**src/hw/rsadc_pkg.sv**
```systemverilog
// Constants and types shared by the RS485 auto direction control block
package rsadc_pkg;

  // Clock and hold-off timing
  localparam int CLK_PERIOD_NS = 100;
  localparam int HOLD_SHORT_NS = 10000;
  localparam int HOLD_LONG_NS = 50000;
  localparam int HOLD_SHORT_CYC_I = (HOLD_SHORT_NS + CLK_PERIOD_NS - 1) / CLK_PERIOD_NS;
  localparam int HOLD_LONG_CYC_I = (HOLD_LONG_NS + CLK_PERIOD_NS - 1) / CLK_PERIOD_NS;
  localparam int HOLD_W = 10;
  localparam logic [HOLD_W-1:0] HOLD_SHORT_CYC = HOLD_SHORT_CYC_I[HOLD_W-1:0];
  localparam logic [HOLD_W-1:0] HOLD_LONG_CYC = HOLD_LONG_CYC_I[HOLD_W-1:0];
  localparam logic [HOLD_W-1:0] HOLD_ONE = 10'h001;
  localparam logic [HOLD_W-1:0] HOLD_ZERO = 10'h000;

  // Register offsets (byte addresses)
  localparam int ADDR_W = 12;
  localparam logic [ADDR_W-1:0] CTRL_OFS = 12'h000;
  localparam logic [ADDR_W-1:0] STATUS_OFS = 12'h004;
  localparam logic [ADDR_W-1:0] HOLD_OFS = 12'h008;

  // Control register fields
  localparam int CTRL_W = 7;
  localparam int CTRL_USE_REG = 0;
  localparam int CTRL_SW_LSB = 1;
  localparam int CTRL_SW_MSB = 5;
  localparam int CTRL_DELAY = 6;
  localparam logic [CTRL_W-1:0] CTRL_RESET = 7'h00;

  // Status register fields
  localparam int STAT_MODE_LSB = 0;
  localparam int STAT_MODE_MSB = 1;
  localparam int STAT_DELAY = 2;
  localparam int STAT_DRV = 3;
  localparam int STAT_RX_EN = 4;
  localparam int STAT_HS_DRV = 5;

  // Mode switch patterns, ordered {e, d, c, b, a}
  localparam logic [4:0] SW_RS422 = 5'h08;
  localparam logic [4:0] SW_RS485_4W = 5'h0a;
  localparam logic [4:0] SW_RS485_2W = 5'h0b;

  // Synchroniser layout and reset
  localparam int SYNC_W = 10;
  localparam logic [SYNC_W-1:0] SYNC_RESET = 10'h00f;

  // Idle (mark) level of serial data
  localparam logic LINE_IDLE = 1'b1;

  typedef enum logic [1:0] {
    MODE_RS422 = 2'b00,
    MODE_RS485_4W = 2'b01,
    MODE_RS485_2W = 2'b10,
    MODE_INVALID = 2'b11
  } rsadc_mode_t;

  typedef enum logic {
    DIR_RECEIVE = 1'b0,
    DIR_SEND = 1'b1
  } rsadc_dir_t;

endpackage

```
**src/hw/rsadc_sync.sv**
```systemverilog
// Three-flop input synchroniser that accepts a change once stages two and three agree
`timescale 1ns/1ns
`default_nettype none
module rsadc_sync #(
  parameter int W = 1,
  parameter logic [W-1:0] RESET_VAL = '0
) (
  input wire logic clk,
  input wire logic rst_n,
  input wire logic [W-1:0] async_in,
  output logic [W-1:0] sync_out
);

  generate
    if (W < 1) begin : g_bad_width
      $error("rsadc_sync width must be at least one");
    end
  endgenerate

  typedef struct packed {
    logic [W-1:0] s1;
    logic [W-1:0] s2;
    logic [W-1:0] s3;
    logic [W-1:0] out;
  } rsadc_sync_state_t;

  rsadc_sync_state_t q;
  rsadc_sync_state_t next_q;

  always_comb begin
    next_q = q;
    next_q.s1 = async_in;
    next_q.s2 = q.s1;
    next_q.s3 = q.s2;
    for (int i = 0; i < W; i++) begin
      if (q.s2[i] == q.s3[i]) begin
        next_q.out[i] = q.s3[i];
      end
    end
  end

  always_ff @(posedge clk or negedge rst_n) begin
    if (!rst_n) begin
      q <= {RESET_VAL, RESET_VAL, RESET_VAL, RESET_VAL};
    end else begin
      q <= next_q;
    end
  end

  assign sync_out = q.out;

endmodule
`default_nettype wire

```
**src/hw/rsadc_top.sv**
```systemverilog
// RS422/RS485 line direction control with APB register access
//
// The register offsets and the APB slave port were decided locally.
`timescale 1ns/1ns
`default_nettype none
// Operation
// - RS422 mode: all receivers and drivers always enabled, no direction switching.
// - RS422 carries data and handshake each way; RS485 modes carry data only.
// - RS485 modes: driver turns on when sending starts, released after it ends.
// - RS485 4-wire: receive channel always enabled.
// - RS485 2-wire: receive disabled while driver on, enabled when released.
// - Mode decoded from switches a to e per fixed patterns.
// - Driver held active for a hold-off delay after the telegram ends.
// - Hold-off is 10 us with delay select on, 50 us when off.
module rsadc_top #(
  parameter int HOLD_SHORT_CYCLES = rsadc_pkg::HOLD_SHORT_CYC_I,
  parameter int HOLD_LONG_CYCLES = rsadc_pkg::HOLD_LONG_CYC_I
) (
  input wire logic pclk,
  input wire logic presetn,
  input wire logic psel,
  input wire logic penable,
  input wire logic pwrite,
  input wire logic [31:0] paddr,
  input wire logic [31:0] pwdata,
  output logic [31:0] prdata,
  output logic pready,
  output logic pslverr,
  input wire logic tx_data_in,
  input wire logic hs_in,
  output logic rx_data_out,
  output logic hs_out,
  input wire logic mode_select_bit_a,
  input wire logic mode_select_bit_b,
  input wire logic mode_select_bit_c,
  input wire logic mode_select_bit_d,
  input wire logic mode_select_bit_e,
  input wire logic holdoff_delay_select,
  input wire logic line_data_i,
  output logic line_data_o,
  output logic line_data_oe_n,
  input wire logic line_hs_i,
  output logic line_hs_o,
  output logic line_hs_oe_n,
  output logic line_rx_en
);

  // Hold-off lengths in clock cycles; the counter must be able to reach them
  localparam int HOLD_MAX = (1 << rsadc_pkg::HOLD_W) - 1;
  localparam logic [rsadc_pkg::HOLD_W-1:0] SHORT_LEN = HOLD_SHORT_CYCLES[rsadc_pkg::HOLD_W-1:0];
  localparam logic [rsadc_pkg::HOLD_W-1:0] LONG_LEN = HOLD_LONG_CYCLES[rsadc_pkg::HOLD_W-1:0];

  // Refuse hold-off counts the counter cannot serve
  generate
    if (HOLD_SHORT_CYCLES < 1 || HOLD_SHORT_CYCLES > HOLD_MAX) begin : g_bad_short
      $error("rsadc_top short hold-off count out of range");
    end
    if (HOLD_LONG_CYCLES < 1 || HOLD_LONG_CYCLES > HOLD_MAX) begin : g_bad_long
      $error("rsadc_top long hold-off count out of range");
    end
  endgenerate

  typedef struct packed {
    logic [31:0] prdata;
    logic [rsadc_pkg::CTRL_W-1:0] ctrl;
    rsadc_pkg::rsadc_dir_t dir;
    logic [rsadc_pkg::HOLD_W-1:0] hold_cnt;
    logic tx_prev;
    logic line_tx;
    logic data_oe_n;
    logic rx_en;
    logic hs_tx;
    logic hs_oe_n;
    logic rx_data;
    logic hs_data;
  } rsadc_state_t;

  rsadc_state_t q;
  rsadc_state_t next_q;

  logic [rsadc_pkg::SYNC_W-1:0] raw_in;
  logic [rsadc_pkg::SYNC_W-1:0] syn;
  logic tx_s;
  logic hs_s;
  logic line_rx_s;
  logic line_hs_s;
  logic [4:0] pin_sw;
  logic pin_delay;
  logic [4:0] sw;
  logic delay_sel;
  rsadc_pkg::rsadc_mode_t mode;
  logic rs485;
  logic activity;
  logic [rsadc_pkg::HOLD_W-1:0] hold_len;
  logic [rsadc_pkg::ADDR_W-1:0] addr;
  logic hit;
  logic [31:0] status_word;
  logic rd_setup;
  logic wr_ctrl;

  // Switch pattern to mode; any other pattern is refused as invalid
  function automatic rsadc_pkg::rsadc_mode_t decode_mode(input logic [4:0] s);
    rsadc_pkg::rsadc_mode_t m;
    m = rsadc_pkg::MODE_INVALID;
    if (s == rsadc_pkg::SW_RS422) begin
      m = rsadc_pkg::MODE_RS422;
    end else if (s == rsadc_pkg::SW_RS485_4W) begin
      m = rsadc_pkg::MODE_RS485_4W;
    end else if (s == rsadc_pkg::SW_RS485_2W) begin
      m = rsadc_pkg::MODE_RS485_2W;
    end
    return m;
  endfunction

  // Mapped register offsets
  function automatic logic addr_hit(input logic [rsadc_pkg::ADDR_W-1:0] a);
    return (a == rsadc_pkg::CTRL_OFS) || (a == rsadc_pkg::STATUS_OFS) ||
           (a == rsadc_pkg::HOLD_OFS);
  endfunction

  // Driver enable is active low: off unless the direction is send
  function automatic logic driver_off(input rsadc_pkg::rsadc_dir_t d);
    return d != rsadc_pkg::DIR_SEND;
  endfunction

  // One step of the hold-off counter, never below zero
  function automatic logic [rsadc_pkg::HOLD_W-1:0] count_down(
    input logic [rsadc_pkg::HOLD_W-1:0] c
  );
    return (c == rsadc_pkg::HOLD_ZERO) ? rsadc_pkg::HOLD_ZERO : c - rsadc_pkg::HOLD_ONE;
  endfunction

  // Read mux; unmapped addresses read zero
  function automatic logic [31:0] read_word(
    input logic [rsadc_pkg::ADDR_W-1:0] a,
    input logic ok,
    input logic [rsadc_pkg::CTRL_W-1:0] ctrl,
    input logic [31:0] status,
    input logic [rsadc_pkg::HOLD_W-1:0] cnt
  );
    logic [31:0] w;
    w = 32'h0000_0000;
    if (ok && (a == rsadc_pkg::CTRL_OFS)) begin
      w = {25'h0000000, ctrl};
    end else if (ok && (a == rsadc_pkg::STATUS_OFS)) begin
      w = status;
    end else if (ok && (a == rsadc_pkg::HOLD_OFS)) begin
      w = {22'h000000, cnt};
    end
    return w;
  endfunction

  assign raw_in = {holdoff_delay_select, mode_select_bit_e, mode_select_bit_d,
                   mode_select_bit_c, mode_select_bit_b, mode_select_bit_a,
                   line_hs_i, line_data_i, hs_in, tx_data_in};

  // Every pin input passes the three-flop filter
  rsadc_sync #(
    .W(rsadc_pkg::SYNC_W),
    .RESET_VAL(rsadc_pkg::SYNC_RESET)
  ) u_sync (
    .clk(pclk),
    .rst_n(presetn),
    .async_in(raw_in),
    .sync_out(syn)
  );

  assign tx_s = syn[0];
  assign hs_s = syn[1];
  assign line_rx_s = syn[2];
  assign line_hs_s = syn[3];
  assign pin_sw = syn[8:4];
  assign pin_delay = syn[9];

  // Switch source: pins, or the control register when software overrides
  assign sw = q.ctrl[rsadc_pkg::CTRL_USE_REG] ?
              q.ctrl[rsadc_pkg::CTRL_SW_MSB:rsadc_pkg::CTRL_SW_LSB] : pin_sw;
  assign delay_sel = q.ctrl[rsadc_pkg::CTRL_USE_REG] ?
                     q.ctrl[rsadc_pkg::CTRL_DELAY] : pin_delay;
  assign mode = decode_mode(sw);
  assign rs485 = (mode == rsadc_pkg::MODE_RS485_4W) || (mode == rsadc_pkg::MODE_RS485_2W);
  assign activity = (tx_s != rsadc_pkg::LINE_IDLE) || (tx_s != q.tx_prev);
  assign hold_len = delay_sel ? SHORT_LEN : LONG_LEN;

  assign addr = paddr[rsadc_pkg::ADDR_W-1:0];
  assign hit = addr_hit(addr) && (paddr[31:rsadc_pkg::ADDR_W] == '0);
  assign rd_setup = psel && !penable && !pwrite;
  assign wr_ctrl = psel && penable && pwrite && hit && (addr == rsadc_pkg::CTRL_OFS);

  // Status bits read back over the bus
  always_comb begin
    status_word = 32'h0000_0000;
    status_word[rsadc_pkg::STAT_MODE_MSB:rsadc_pkg::STAT_MODE_LSB] = mode;
    status_word[rsadc_pkg::STAT_DELAY] = delay_sel;
    status_word[rsadc_pkg::STAT_DRV] = ~q.data_oe_n;
    status_word[rsadc_pkg::STAT_RX_EN] = q.rx_en;
    status_word[rsadc_pkg::STAT_HS_DRV] = ~q.hs_oe_n;
  end

  always_comb begin
    next_q = q;
    next_q.tx_prev = tx_s;
    next_q.line_tx = tx_s;
    next_q.hs_tx = hs_s;

    // Direction state machine
    case (q.dir)
      rsadc_pkg::DIR_RECEIVE: begin
        if (rs485 && activity) begin
          next_q.dir = rsadc_pkg::DIR_SEND;
          next_q.hold_cnt = hold_len;
        end
      end
      rsadc_pkg::DIR_SEND: begin
        if (!rs485) begin
          next_q.dir = rsadc_pkg::DIR_RECEIVE;
          next_q.hold_cnt = rsadc_pkg::HOLD_ZERO;
        end else if (activity) begin
          next_q.hold_cnt = hold_len;
        end else if (q.hold_cnt <= rsadc_pkg::HOLD_ONE) begin
          next_q.dir = rsadc_pkg::DIR_RECEIVE;
          next_q.hold_cnt = rsadc_pkg::HOLD_ZERO;
        end else begin
          next_q.hold_cnt = count_down(q.hold_cnt);
        end
      end
      default: begin
        next_q.dir = rsadc_pkg::DIR_RECEIVE;
        next_q.hold_cnt = rsadc_pkg::HOLD_ZERO;
      end
    endcase

    // Driver and receiver enables per mode
    case (mode)
      rsadc_pkg::MODE_RS422: begin
        next_q.data_oe_n = 1'b0;
        next_q.hs_oe_n = 1'b0;
        next_q.rx_en = 1'b1;
      end
      rsadc_pkg::MODE_RS485_4W: begin
        next_q.data_oe_n = driver_off(next_q.dir);
        next_q.hs_oe_n = 1'b1;
        next_q.rx_en = 1'b1;
      end
      rsadc_pkg::MODE_RS485_2W: begin
        next_q.data_oe_n = driver_off(next_q.dir);
        next_q.hs_oe_n = 1'b1;
        next_q.rx_en = (next_q.dir == rsadc_pkg::DIR_RECEIVE);
      end
      default: begin
        next_q.data_oe_n = 1'b1;
        next_q.hs_oe_n = 1'b1;
        next_q.rx_en = 1'b0;
      end
    endcase

    // Data toward the local side; idle level when the channel is off
    next_q.rx_data = next_q.rx_en ? line_rx_s : rsadc_pkg::LINE_IDLE;
    next_q.hs_data = (mode == rsadc_pkg::MODE_RS422) ? line_hs_s : rsadc_pkg::LINE_IDLE;

    // APB read data captured in the setup cycle
    if (rd_setup) begin
      next_q.prdata = read_word(addr, hit, q.ctrl, status_word, q.hold_cnt);
    end

    // APB write in the access cycle
    if (wr_ctrl) begin
      next_q.ctrl = pwdata[rsadc_pkg::CTRL_W-1:0];
    end
  end

  always_ff @(posedge pclk or negedge presetn) begin
    if (!presetn) begin
      q.prdata <= 32'h0000_0000;
      q.ctrl <= rsadc_pkg::CTRL_RESET;
      q.dir <= rsadc_pkg::DIR_RECEIVE;
      q.hold_cnt <= rsadc_pkg::HOLD_ZERO;
      q.tx_prev <= rsadc_pkg::LINE_IDLE;
      q.line_tx <= rsadc_pkg::LINE_IDLE;
      q.data_oe_n <= 1'b1;
      q.rx_en <= 1'b0;
      q.hs_tx <= rsadc_pkg::LINE_IDLE;
      q.hs_oe_n <= 1'b1;
      q.rx_data <= rsadc_pkg::LINE_IDLE;
      q.hs_data <= rsadc_pkg::LINE_IDLE;
    end else begin
      q <= next_q;
    end
  end

  assign prdata = q.prdata;
  assign pready = 1'b1;
  assign pslverr = psel && penable && !hit;
  assign rx_data_out = q.rx_data;
  assign hs_out = q.hs_data;
  assign line_data_o = q.line_tx;
  assign line_data_oe_n = q.data_oe_n;
  assign line_hs_o = q.hs_tx;
  assign line_hs_oe_n = q.hs_oe_n;
  assign line_rx_en = q.rx_en;

endmodule
`default_nettype wire

```
**config.mk**
```make
export PLATFORM = sky130hd
export DESIGN_NAME = rsadc_top
export DESIGN_NICKNAME = d
export VERILOG_FILES = /design/src/hw/rsadc_pkg.sv /design/src/hw/rsadc_sync.sv /design/src/hw/rsadc_top.sv
export SDC_FILE = /design/constraint.sdc
export NUM_CORES = 1
export LEC_CHECK = 0
export BUFFER_PORTS_ARGS = -buffer_cell sky130_fd_sc_hd__buf_4
export CAP_MARGIN = 20
export CORE_ASPECT_RATIO = 0.75
export CORE_MARGIN = 5
export CORE_UTILIZATION = 45
export DETAILED_ROUTE_END_ITERATION = 12
export PLACE_DENSITY = 0.75
export RECOVER_POWER = 50
export REMOVE_ABC_BUFFERS = 1
export SYNTH_ARGS = -nofsm -noshare
export SYNTH_HDL_FRONTEND = slang
export SYNTH_HIERARCHICAL = 1
export SYNTH_SLANG_ARGS = --single-unit
```
**constraint.sdc**
```tcl
create_clock -name pclk -period 2.6 [get_ports pclk]
set_clock_uncertainty 0.15 [all_clocks]
set_input_delay 0.65 -clock pclk [delete_from_list [all_inputs] [get_ports pclk]]
set_output_delay 0.65 -clock pclk [all_outputs]
set_load 0.1 [all_outputs]
```
==> qor.txt, run 1 <==
status: completed
register bit count reported by yosys: 75
placed cell area: 3990 um2
die height: 86.4 um
share of layout cells above drive strength 1: 0.384
Top Ports: 120
port bufs: 71
initial antenna violation count: 0
Die X: 112 um
Clk Latency, worst-skew pair: 0.35 ns
CTS max path bufs: 2
cell total after placement: 456
Final Cycle Share: 0.947
RSZ-0062 raised after global routing: no
Register Area: 1900 um2
largest net degree at the start of global routing: 43
crit-path cells: buf_4 > nor4_1 > nand4_1 > nor2_2 > a21oi_1 > buf_6
Net count, final: 452
Detailed Routing Iterations Pass 1: 4
Filler Cells Inserted: 653
DIE AREA: 9670 um2
Synth area leader: dfrtp_1
WS Path Type: primary input to primary output
area of the multi-input gates: 1300 um2
Iter 0 DRT Violations: 118
Worst Path Required: 1.80 ns
clock sink count: 75
share of the synthesized area in the top cell type: 0.379
VDD IR max: 0.000417 V
total CTS buffers: 9
Max Slew Vio Count: 0
final hold violations: 0
wire per inst: 15.9 um
Power Dens Cells: 694 nW/um2
slowest CP cell: nor4_1
Worst slew margin: 0.335
vias post-DR: 2434
post-synthesis xor/xnor area fraction: 0.00500
post-synthesis cell count: 301
Hold Path Class: flop to flop
CP max stage delay: 0.30 ns
total grt overflow: 0
post-route ant nets: 0
Area growth syn-to-layout: 19.5%
GP Congestion: 0.902
gr usage total: 0.164
YS warnings: 6
Total Wirelength: 7.51 mm
hold_buf cts: 0
core area: 7470 um2
Buf+Inv Stages, Crit Path: 2
row count: 27
post-synthesis mux area share: 0.0429
Worst Path Max Fanout: 2
top-count cell post-synth: dfrtp_1
adder-cell share of the synthesized area: 0.0536
CTS root buf: clkbuf_8
Starting Density: 0.469
syn avg cell area: 11.6 um2
crit end category: primary output
largest family of logic cells by synthesized area: simple AND/OR/NAND/NOR gates
Pleak: 1.89 nW
H-tree levels: 3
Post-synth EDFFs: 0
first-pass GRT wire length: 12.6 mm
Synth Flop Type: dfrtp_1
# setup viols final: 0
f_max: 0.406 GHz
synth top area cells: dfrtp_1 (38%), dfstp_2 (17%), buf_4 (9.2%)
library cells used by synthesis: 58
design area: 4190 um2
Via-to-Cell Ratio: 5.15
max_cap viols: 0
hpwl dp: 5.52 mm
vias in the first global route: 2452
TritonCTS clock tree: yes
startpoint types: primary input
final core utilization: 0.561
DRC viols: 0
asr flop ratio synth: 1.00
Cell Area, Synth: 3500 um2
Worst EP arrival: 1.66 ns
synth cell count leaders: dfrtp_1 (53), buf_4 (43), nand2_1 (24)
sequential area share after synthesis: 0.544
Top Family by Delay on Critical Path: simple AND/OR/NAND/NOR gates
CTS clk-pin slew, worst paths: 0.09 ns
Final min period: 2.46 ns
simple-gate share of the synthesized area: 0.120
final cell count without fillers: 473
ANT cells: 0
Compound-Gate Fraction of Synth Area: 0.119
Least-Margin Pin Slew: 0.997 ns
final timing paths:
path,from,end,slack (ns),cells past startpoint
setup / recovery,paddr[13],pslverr,0.14,6
hold / removal,u_sync/next_q[26],u_sync/next_q[16],0.20,0
setup reg to reg,q[19],q[17],0.14,7
hold reg to reg,u_sync/next_q[26],u_sync/next_q[16],0.20,0
max in group asynchronous,presetn,u_sync/sync_out[5],0.64,2
min in group asynchronous,presetn,u_sync/next_q[27],0.30,1
logic make-up after synthesis:
logic type	Yosys count
multiplexers	14
other	2
flip-flops	75
AND/OR/NAND/NOR	79
XOR/XNOR	2
AO/OA/AOI/OAI	53
buffers and inverters	60
adder cells (fa/ha/maj)	16
metrics by stage:
| stage | hold WS, ns | TNS (ns) | worst slack (ns) | total power [W] |
|---|---|---|---|---|
| final | 0.203 | 0 | 0.138 | 0.00291 |
| after global routing | 0.214 | 0 | 0.00642 | 0.00307 |
| after CTS | 0.126 | 0 | 0.0668 | 0.00293 |
| after detailed placement | 0.185 | 0 | 0.0406 | 0.00208 |
| after global placement | 0.182 | 0 | 0.0308 | 0.00207 |
| after floorplan | 0.181 | -0.593 | -0.593 | 0.00183 |
cell usage in the layout (no fill, tap or decap), types with 9 or more instances in the layout:
cell      count
buf_4        73
dfrtp_1      53
nand2_1      24
conb_1       23
dfstp_2      18
nor2_1       14
clkbuf_4     10
clkbuf_8      9
layout make-up:
class	instances	area share
inverter	8	0.00717
multi-input combinational	187	0.310
tap	101	0.0302
timing repair buffer	86	0.154
clock inverter	7	0.0143
sequential	75	0.455
clock buffer	9	0.0296
per-layer routing:
metal	GRT usage	up-vias	share of wire	wire (um)
met5	0	-	0	0
met3	0.0558	12	0.091	680
met4	0.0597	0	0.017	124
met2	0.241	103	0.44	3330
met1	0.225	1175	0.45	3380
li1	-	1144	-	-
what timing repair did:
item | 4_1_cts | 5_1_grt
resized for setup | 1 | 7
endpoints found under the setup margin | 1 | 7
pin swaps | 0 | 1
setup buffers | 0 | 1
flip-flops by register name (all words and copies together), names as in the netlist:
name / flops
u_sync/sync_out: 10
prdata: 10
line_hs_oe_n: 1
u_sync/next_q: 20
hs_out: 1
q: 18
line_data_o: 1
line_rx_en: 1
line_data_oe_n: 1
line_hs_o: 1
rx_data_out: 1
u_sync/q: 10
report_power, final:
part | leakage, nW | switching (W) | total [W] | internal, W
clock network | 0.0917 | 0.000471 | 0.000835 | 0.000364
registers | 0.903 | 0.000113 | 0.00139 | 0.00128
logic | 0.897 | 0.000457 | 0.000683 | 0.000226
Note: power is estimated with default switching activity, not from simulation.
==> run 2, diff against run 1 <==
Settings changed: CORE_ASPECT_RATIO 0.75 to 0.5.
==> qor.txt, run 2 (same netlist as run 1, synthesis figures left out) <==
Final Cycle Share: 1.01 (+0.0616)
Buf+Inv Stages, Crit Path: 0 (-2)
CTS root buf: clkbuf_16
Top Family by Delay on Critical Path: compound AO/OA/AOI/OAI gates
vias in the first global route: 2487 (+1.4%)
placed cell area: 3970 um2 (-0.47%)
vias post-DR: 2482 (+2.0%)
Pleak: 1.94 nW (+2.4%)
first-pass GRT wire length: 12.2 mm (-2.7%)
Tot Pwr: 0.00338 W (+16%)
Total Wirelength: 7.62 mm (+1.5%)
Iter 0 DRT Violations: 177 (+50%)
slowest CP cell: or4b_1
clock sink count: 75 (unchanged)
Net count, final: 450 (-0.44%)
crit-path cells: or4b_1 > o22ai_2 > ha_4 > nand2_1 > a41oi_4 > nand3_1 > o311ai_0
area of the multi-input gates: 1320 um2 (+1.8%)
cell total after placement: 461 (+1.1%)
post-route ant nets: 0 (unchanged)
Least-Margin Pin Slew: 1.44 ns (+0.446 ns)
H-tree levels: 3 (unchanged)
final core utilization: 0.582 (+0.0208)
Die X: 135 um (+20%)
Filler Cells Inserted: 607 (-7.0%)
Clk Latency, worst-skew pair: 0.34 ns (about the same)
core area: 7460 um2 (about the same)
Worst Path Required: 2.64 ns (+0.84 ns)
row count: 22 (-19%)
Final min period: 2.62 ns (+0.160 ns)
Area growth syn-to-layout: 23.9%
Worst EP arrival: 2.67 ns (+1.01 ns)
# setup viols final: 1 (+1)
largest net degree at the start of global routing: 62 (+44%)
CTS max path bufs: 2 (unchanged)
gr usage total: 0.162 (-0.00135)
Via-to-Cell Ratio: 5.19 (+0.91%)
port bufs: 71 (unchanged)
hold_buf cts: 0 (unchanged)
Worst slew margin: 0.0376 (-0.298)
max reg flops: 20 (unchanged)
leading cell type in the layout, fill and taps excluded: buf_4
max_cap viols: 0 (unchanged)
RSZ-0062 raised after global routing: no
DIE AREA: 9750 um2 (+0.92%)
Top Ports: 120 (unchanged)
Max Slew Vio Count: 0 (unchanged)
CP max stage delay: 0.58 ns (+0.28 ns)
commonest non-fill, non-tap cells in the layout: buf_4 (73), dfrtp_1 (53), nand2_1 (24)
worst setup slack after layout: -0.0226 ns (-0.160 ns)
total CTS buffers: 9 (unchanged)
crit end category: flop
wire per inst: 15.9 um (+0.40%)
final cell count without fillers: 478 (+1.1%)
die height: 72.4 um (-16%)
f_max: 0.381 GHz (-6.1%)
final hold violations: 0 (unchanged)
GP Congestion: 0.977 (+8.4%)
initial antenna violation count: 0 (unchanged)
TritonCTS clock tree: yes
Starting Density: 0.469 (about the same)
Power Dens Cells: 780 nW/um2 (+12%)
share of layout cells above drive strength 1: 0.376 (-0.00873)
Register Area: 1900 um2 (unchanged)
Worst Path Max Fanout: 5 (+3)
violated checks: negative setup slack
Hold Path Class: flop to flop
DRC viols: 0 (unchanged)
total grt overflow: 0 (unchanged)
ANT cells: 0 (unchanged)
Detailed Routing Iterations Pass 1: 4 (unchanged)
startpoint types: flop
status: finished, violations left
CTS clk-pin slew, worst paths: 0.06 ns (-0.03 ns)
WS Path Type: flop to flop
setup TNS: -0.0226 ns (-0.0226 ns)
design area: 4340 um2 (+3.6%)
hpwl dp: 5.53 mm (+0.20%)
VDD IR max: 0.000344 V (-17%)
-- run 2: cell count changes in the layout (fill, tap and decap cells not counted), moves of 2 or more --
cell       change
inv_8          -2
clkbuf_1       +2
clkbuf_16      +9
bufinv_16      +2
maj3_2         -2
clkbuf_8       -9
maj3_1         +2
-- run 2: cell type report --
| cell class | instances | area share |
|---|---|---|
| clock buffers | 11 | 0.0536 |
| clock inverters | 5 | 0.0199 |
| inverters | 8 | 0.00692 |
| multi-input cells | 187 | 0.305 |
| flip-flops and latches | 75 | 0.439 |
| well taps | 108 | 0.0312 |
| repair buffers | 84 | 0.145 |
-- run 2: final timing paths --
kind	start	end	slack, ns	cells after the start
max in group asynchronous	presetn	line_data_o	0.85	2
hold reg to reg	u_sync/next_q[25]	u_sync/next_q[15]	0.19	0
hold / removal	u_sync/next_q[25]	u_sync/next_q[15]	0.19	0
setup reg to reg	q[19]	q[13]	-0.02	7
min in group asynchronous	presetn	u_sync/next_q[25]	0.49	1
setup / recovery	q[19]	q[13]	-0.02	7
-- run 2: metrics by stage --
step | hold slack, ns | setup slack (ns)
after floorplan | 0.181 | -0.593
after global placement | 0.183 | 0.0723
after detailed placement | 0.186 | -0.0168
after CTS | 0.196 | 0.0428
after global routing | 0.200 | 0.000128
final | 0.192 | -0.0226
-- run 2: worst register-to-register path, cell delays in order, from the launching register on --
cell and delay [ns]:
dfrtp_1 0.38, or4b_1 0.58, o22ai_2 0.26, ha_4 0.19, nand2_1 0.08, a41oi_4 0.26
nand3_1 0.16, o311ai_0 0.41
-- run 2: what timing repair did --
item	in CTS	in global routing
gates resized for setup	1	6
endpoints found under the setup margin	1	6
pin swaps	0	2
setup buffers	0	1
cloned	0	0
-- run 2: where the power goes --
group	internal, W	switching (W)
logic	0.000204	0.000468
clock network	0.000847	0.000477
registers	0.00128	0.000109
-- run 2: layer usage --
metal / GRT usage / wire [um]
met3: 0.0554 / 548
met4: 0.0745 / 188
met5: 0 / 0
met1: 0.190 / 3100
met2: 0.274 / 3780
==> run 3, diff against run 2 <==
==> constraint.sdc (replaced) <==
create_clock -name pclk -period 2.6 [get_ports pclk]
set_clock_uncertainty 0.15 [all_clocks]
set_input_delay 0.13 -clock pclk [delete_from_list [all_inputs] [get_ports pclk]]
set_output_delay 0.13 -clock pclk [all_outputs]
set_load 0.1 [all_outputs]
==> qor.txt, run 3 (same netlist as run 1, synthesis figures left out) <==
status: finished, violations left
violated checks: max-capacitance violations, max-slew violations
Detailed Routing Iterations Pass 1: 5 (+1)
Via-to-Cell Ratio: 5.21 (+0.25%)
Worst Path Max Fanout: 9 (+4)
cell total after placement: 455 (-1.3%)
CTS root buf: clkbuf_16
Post-Place Worst Slack: 0.0138 ns (+0.0306 ns)
vias post-DR: 2556 (+3.0%)
Top Ports: 120 (unchanged)
met1 global-route usage: 0.194 (+0.00426)
Worst EP arrival: 2.57 ns (-0.10 ns)
final hold violations: 0 (unchanged)
Iter 0 DRT Violations: 145 (-18%)
gr usage total: 0.167 (+0.00437)
Buf+Inv Stages, Crit Path: 2 (+2)
vias in the first global route: 2535 (+1.9%)
max reg flops: 20 (unchanged)
H-tree levels: 3 (unchanged)
setup TNS: 0 ns (+0.0226 ns)
slowest CP cell: or4b_1
VDD IR max: 0.000529 V (+53%)
initial antenna violation count: 0 (unchanged)
Final min period: 2.51 ns (-0.114 ns)
Top Usage Layer GRT: met2
first-pass GRT wire length: 12.6 mm (+2.9%)
Area growth syn-to-layout: 26.0%
Worst Path Required: 2.66 ns (+0.02 ns)
final cell count without fillers: 491 (+2.7%)
hpwl dp: 5.51 mm (-0.29%)
crit-path cells: or4b_1 > o22ai_2 > ha_1 > buf_4 > a21boi_1 > buf_4 > a311o_1
total CTS buffers: 9 (unchanged)
met3 usage: 0.0561 (+0.000693)
GP Congestion: 0.992 (+1.5%)
CP max stage delay: 0.59 ns (about the same)
worst setup slack after layout: 0.0917 ns (+0.114 ns)
row count: 22 (unchanged)
largest net degree at the start of global routing: 76 (+23%)
post-route ant nets: 0 (unchanged)
f_max: 0.399 GHz (+4.6%)
Die X: 135 um (unchanged)
max_cap viols: 1 (+1)
crit end category: flop
Tot Pwr: 0.00339 W (+0.22%)
DIE AREA: 9750 um2 (unchanged)
die height: 72.4 um (unchanged)
leading cell type in the layout, fill and taps excluded: buf_4
share of layout cells above drive strength 1: 0.305 (-0.0702)
core area: 7460 um2 (unchanged)
WS Path Type: flop to flop
CTS clk-pin slew, worst paths: 0.06 ns (about the same)
ANT cells: 0 (unchanged)
# setup viols final: 0 (-1)
Pleak: 1.95 nW (+0.46%)
CTS max path bufs: 2 (unchanged)
met2 Usage GRT: 0.286 (+0.0116)
Power Dens Cells: 768 nW/um2 (-1.5%)
port bufs: 71 (unchanged)
total grt overflow: 0 (unchanged)
Top Family by Delay on Critical Path: compound AO/OA/AOI/OAI gates
clock sink count: 75 (unchanged)
Hold Path Class: primary input to flop
Least-Margin Pin Slew: 1.79 ns (+0.351 ns)
Total Wirelength: 7.67 mm (+0.72%)
startpoint types: flop
Net count, final: 463 (+2.9%)
Max Slew Vio Count: 76 (+76)
Worst slew margin: -0.196 (-0.234)
wire per inst: 15.6 um (-1.9%)
most frequent CP cell: buf_4
TritonCTS clock tree: yes
DRC viols: 0 (unchanged)
Starting Density: 0.469 (unchanged)
Final Cycle Share: 0.965 (-0.0440)
Clk Latency, worst-skew pair: 0.33 ns (about the same)
commonest non-fill, non-tap cells in the layout: buf_4 (56), dfrtp_1 (53), nand2_1 (24)
==> run 3: cell types whose count changed in the layout (fill, tap and decap cells not counted), moves of 2 or more <==
cell	change
dlygate4sd3_1	+19
clkbuf_1	+11
nor4_2	-2
buf_4	-17
nor4_1	+2
==> run 3: timing repair <==
item                                    4_1_cts  5_1_grt
hold buffers                                 19        0
resized for setup                             0        5
buffers inserted                              0        1
endpoints found under the hold margin        73        0
endpoints found under the setup margin        0        8
==> run 3: path summary, 6_finish.rpt <==
path,from,to,slack (ns),cells past startpoint
max in group asynchronous,presetn,prdata[8],0.56,2
min in group asynchronous,presetn,u_sync/next_q[25],0.68,2
worst min-delay path,paddr[3],prdata[9],0.04,3
worst min register to register,u_sync/next_q[25],u_sync/next_q[15],0.19,0
worst max-delay path,q[19],q[14],0.09,7
worst max register to register,q[19],q[14],0.09,7
==> run 3: worst reg2reg max path, delay by kind of cell (launching register included) <==
| kind | cells | cell delay, ns |
|---|---|---|
| buf+inv | 2 | 0.34 |
| flops | 1 | 0.38 |
| compound gates | 3 | 0.63 |
| simple gates | 1 | 0.59 |
| fa+ha+maj | 1 | 0.30 |
==> run 3: cell type report <==
| type | instances | area (um2) |
|---|---|---|
| clock buffer | 11 | 233 |
| clock inverter | 5 | 86.3 |
| fill | 585 | 3050 |
| inverter | 8 | 30.0 |
| multi-input combinational | 187 | 1290 |
| sequential | 75 | 1900 |
| tap | 108 | 135 |
| timing repair buffer | 97 | 732 |
==> run 3: report_power, final <==
group,internal [W],switching [W]
combinational,0.000219,0.000462
clock,0.000847,0.000474
sequential,0.00128,0.000111
total,0.00234,0.00105
==> run 3: routing by layer <==
metal  wire length (um)  up-vias
li1                   -     1168
met1               3030     1237
met2               3870      127
met3                585       24
met4                180        0
met5                  0        -
==> run 3: through the flow <==
step                      cell area (um2)  hold WS (ns)   util
final                                4410        0.0371  0.592
after global placement               3930        0.0886  0.527
after detailed placement             3930        0.0895  0.527
after CTS                            4440        0.0177  0.595
after global routing                 4410        0.0374  0.592
after floorplan                      3220        -0.316      -
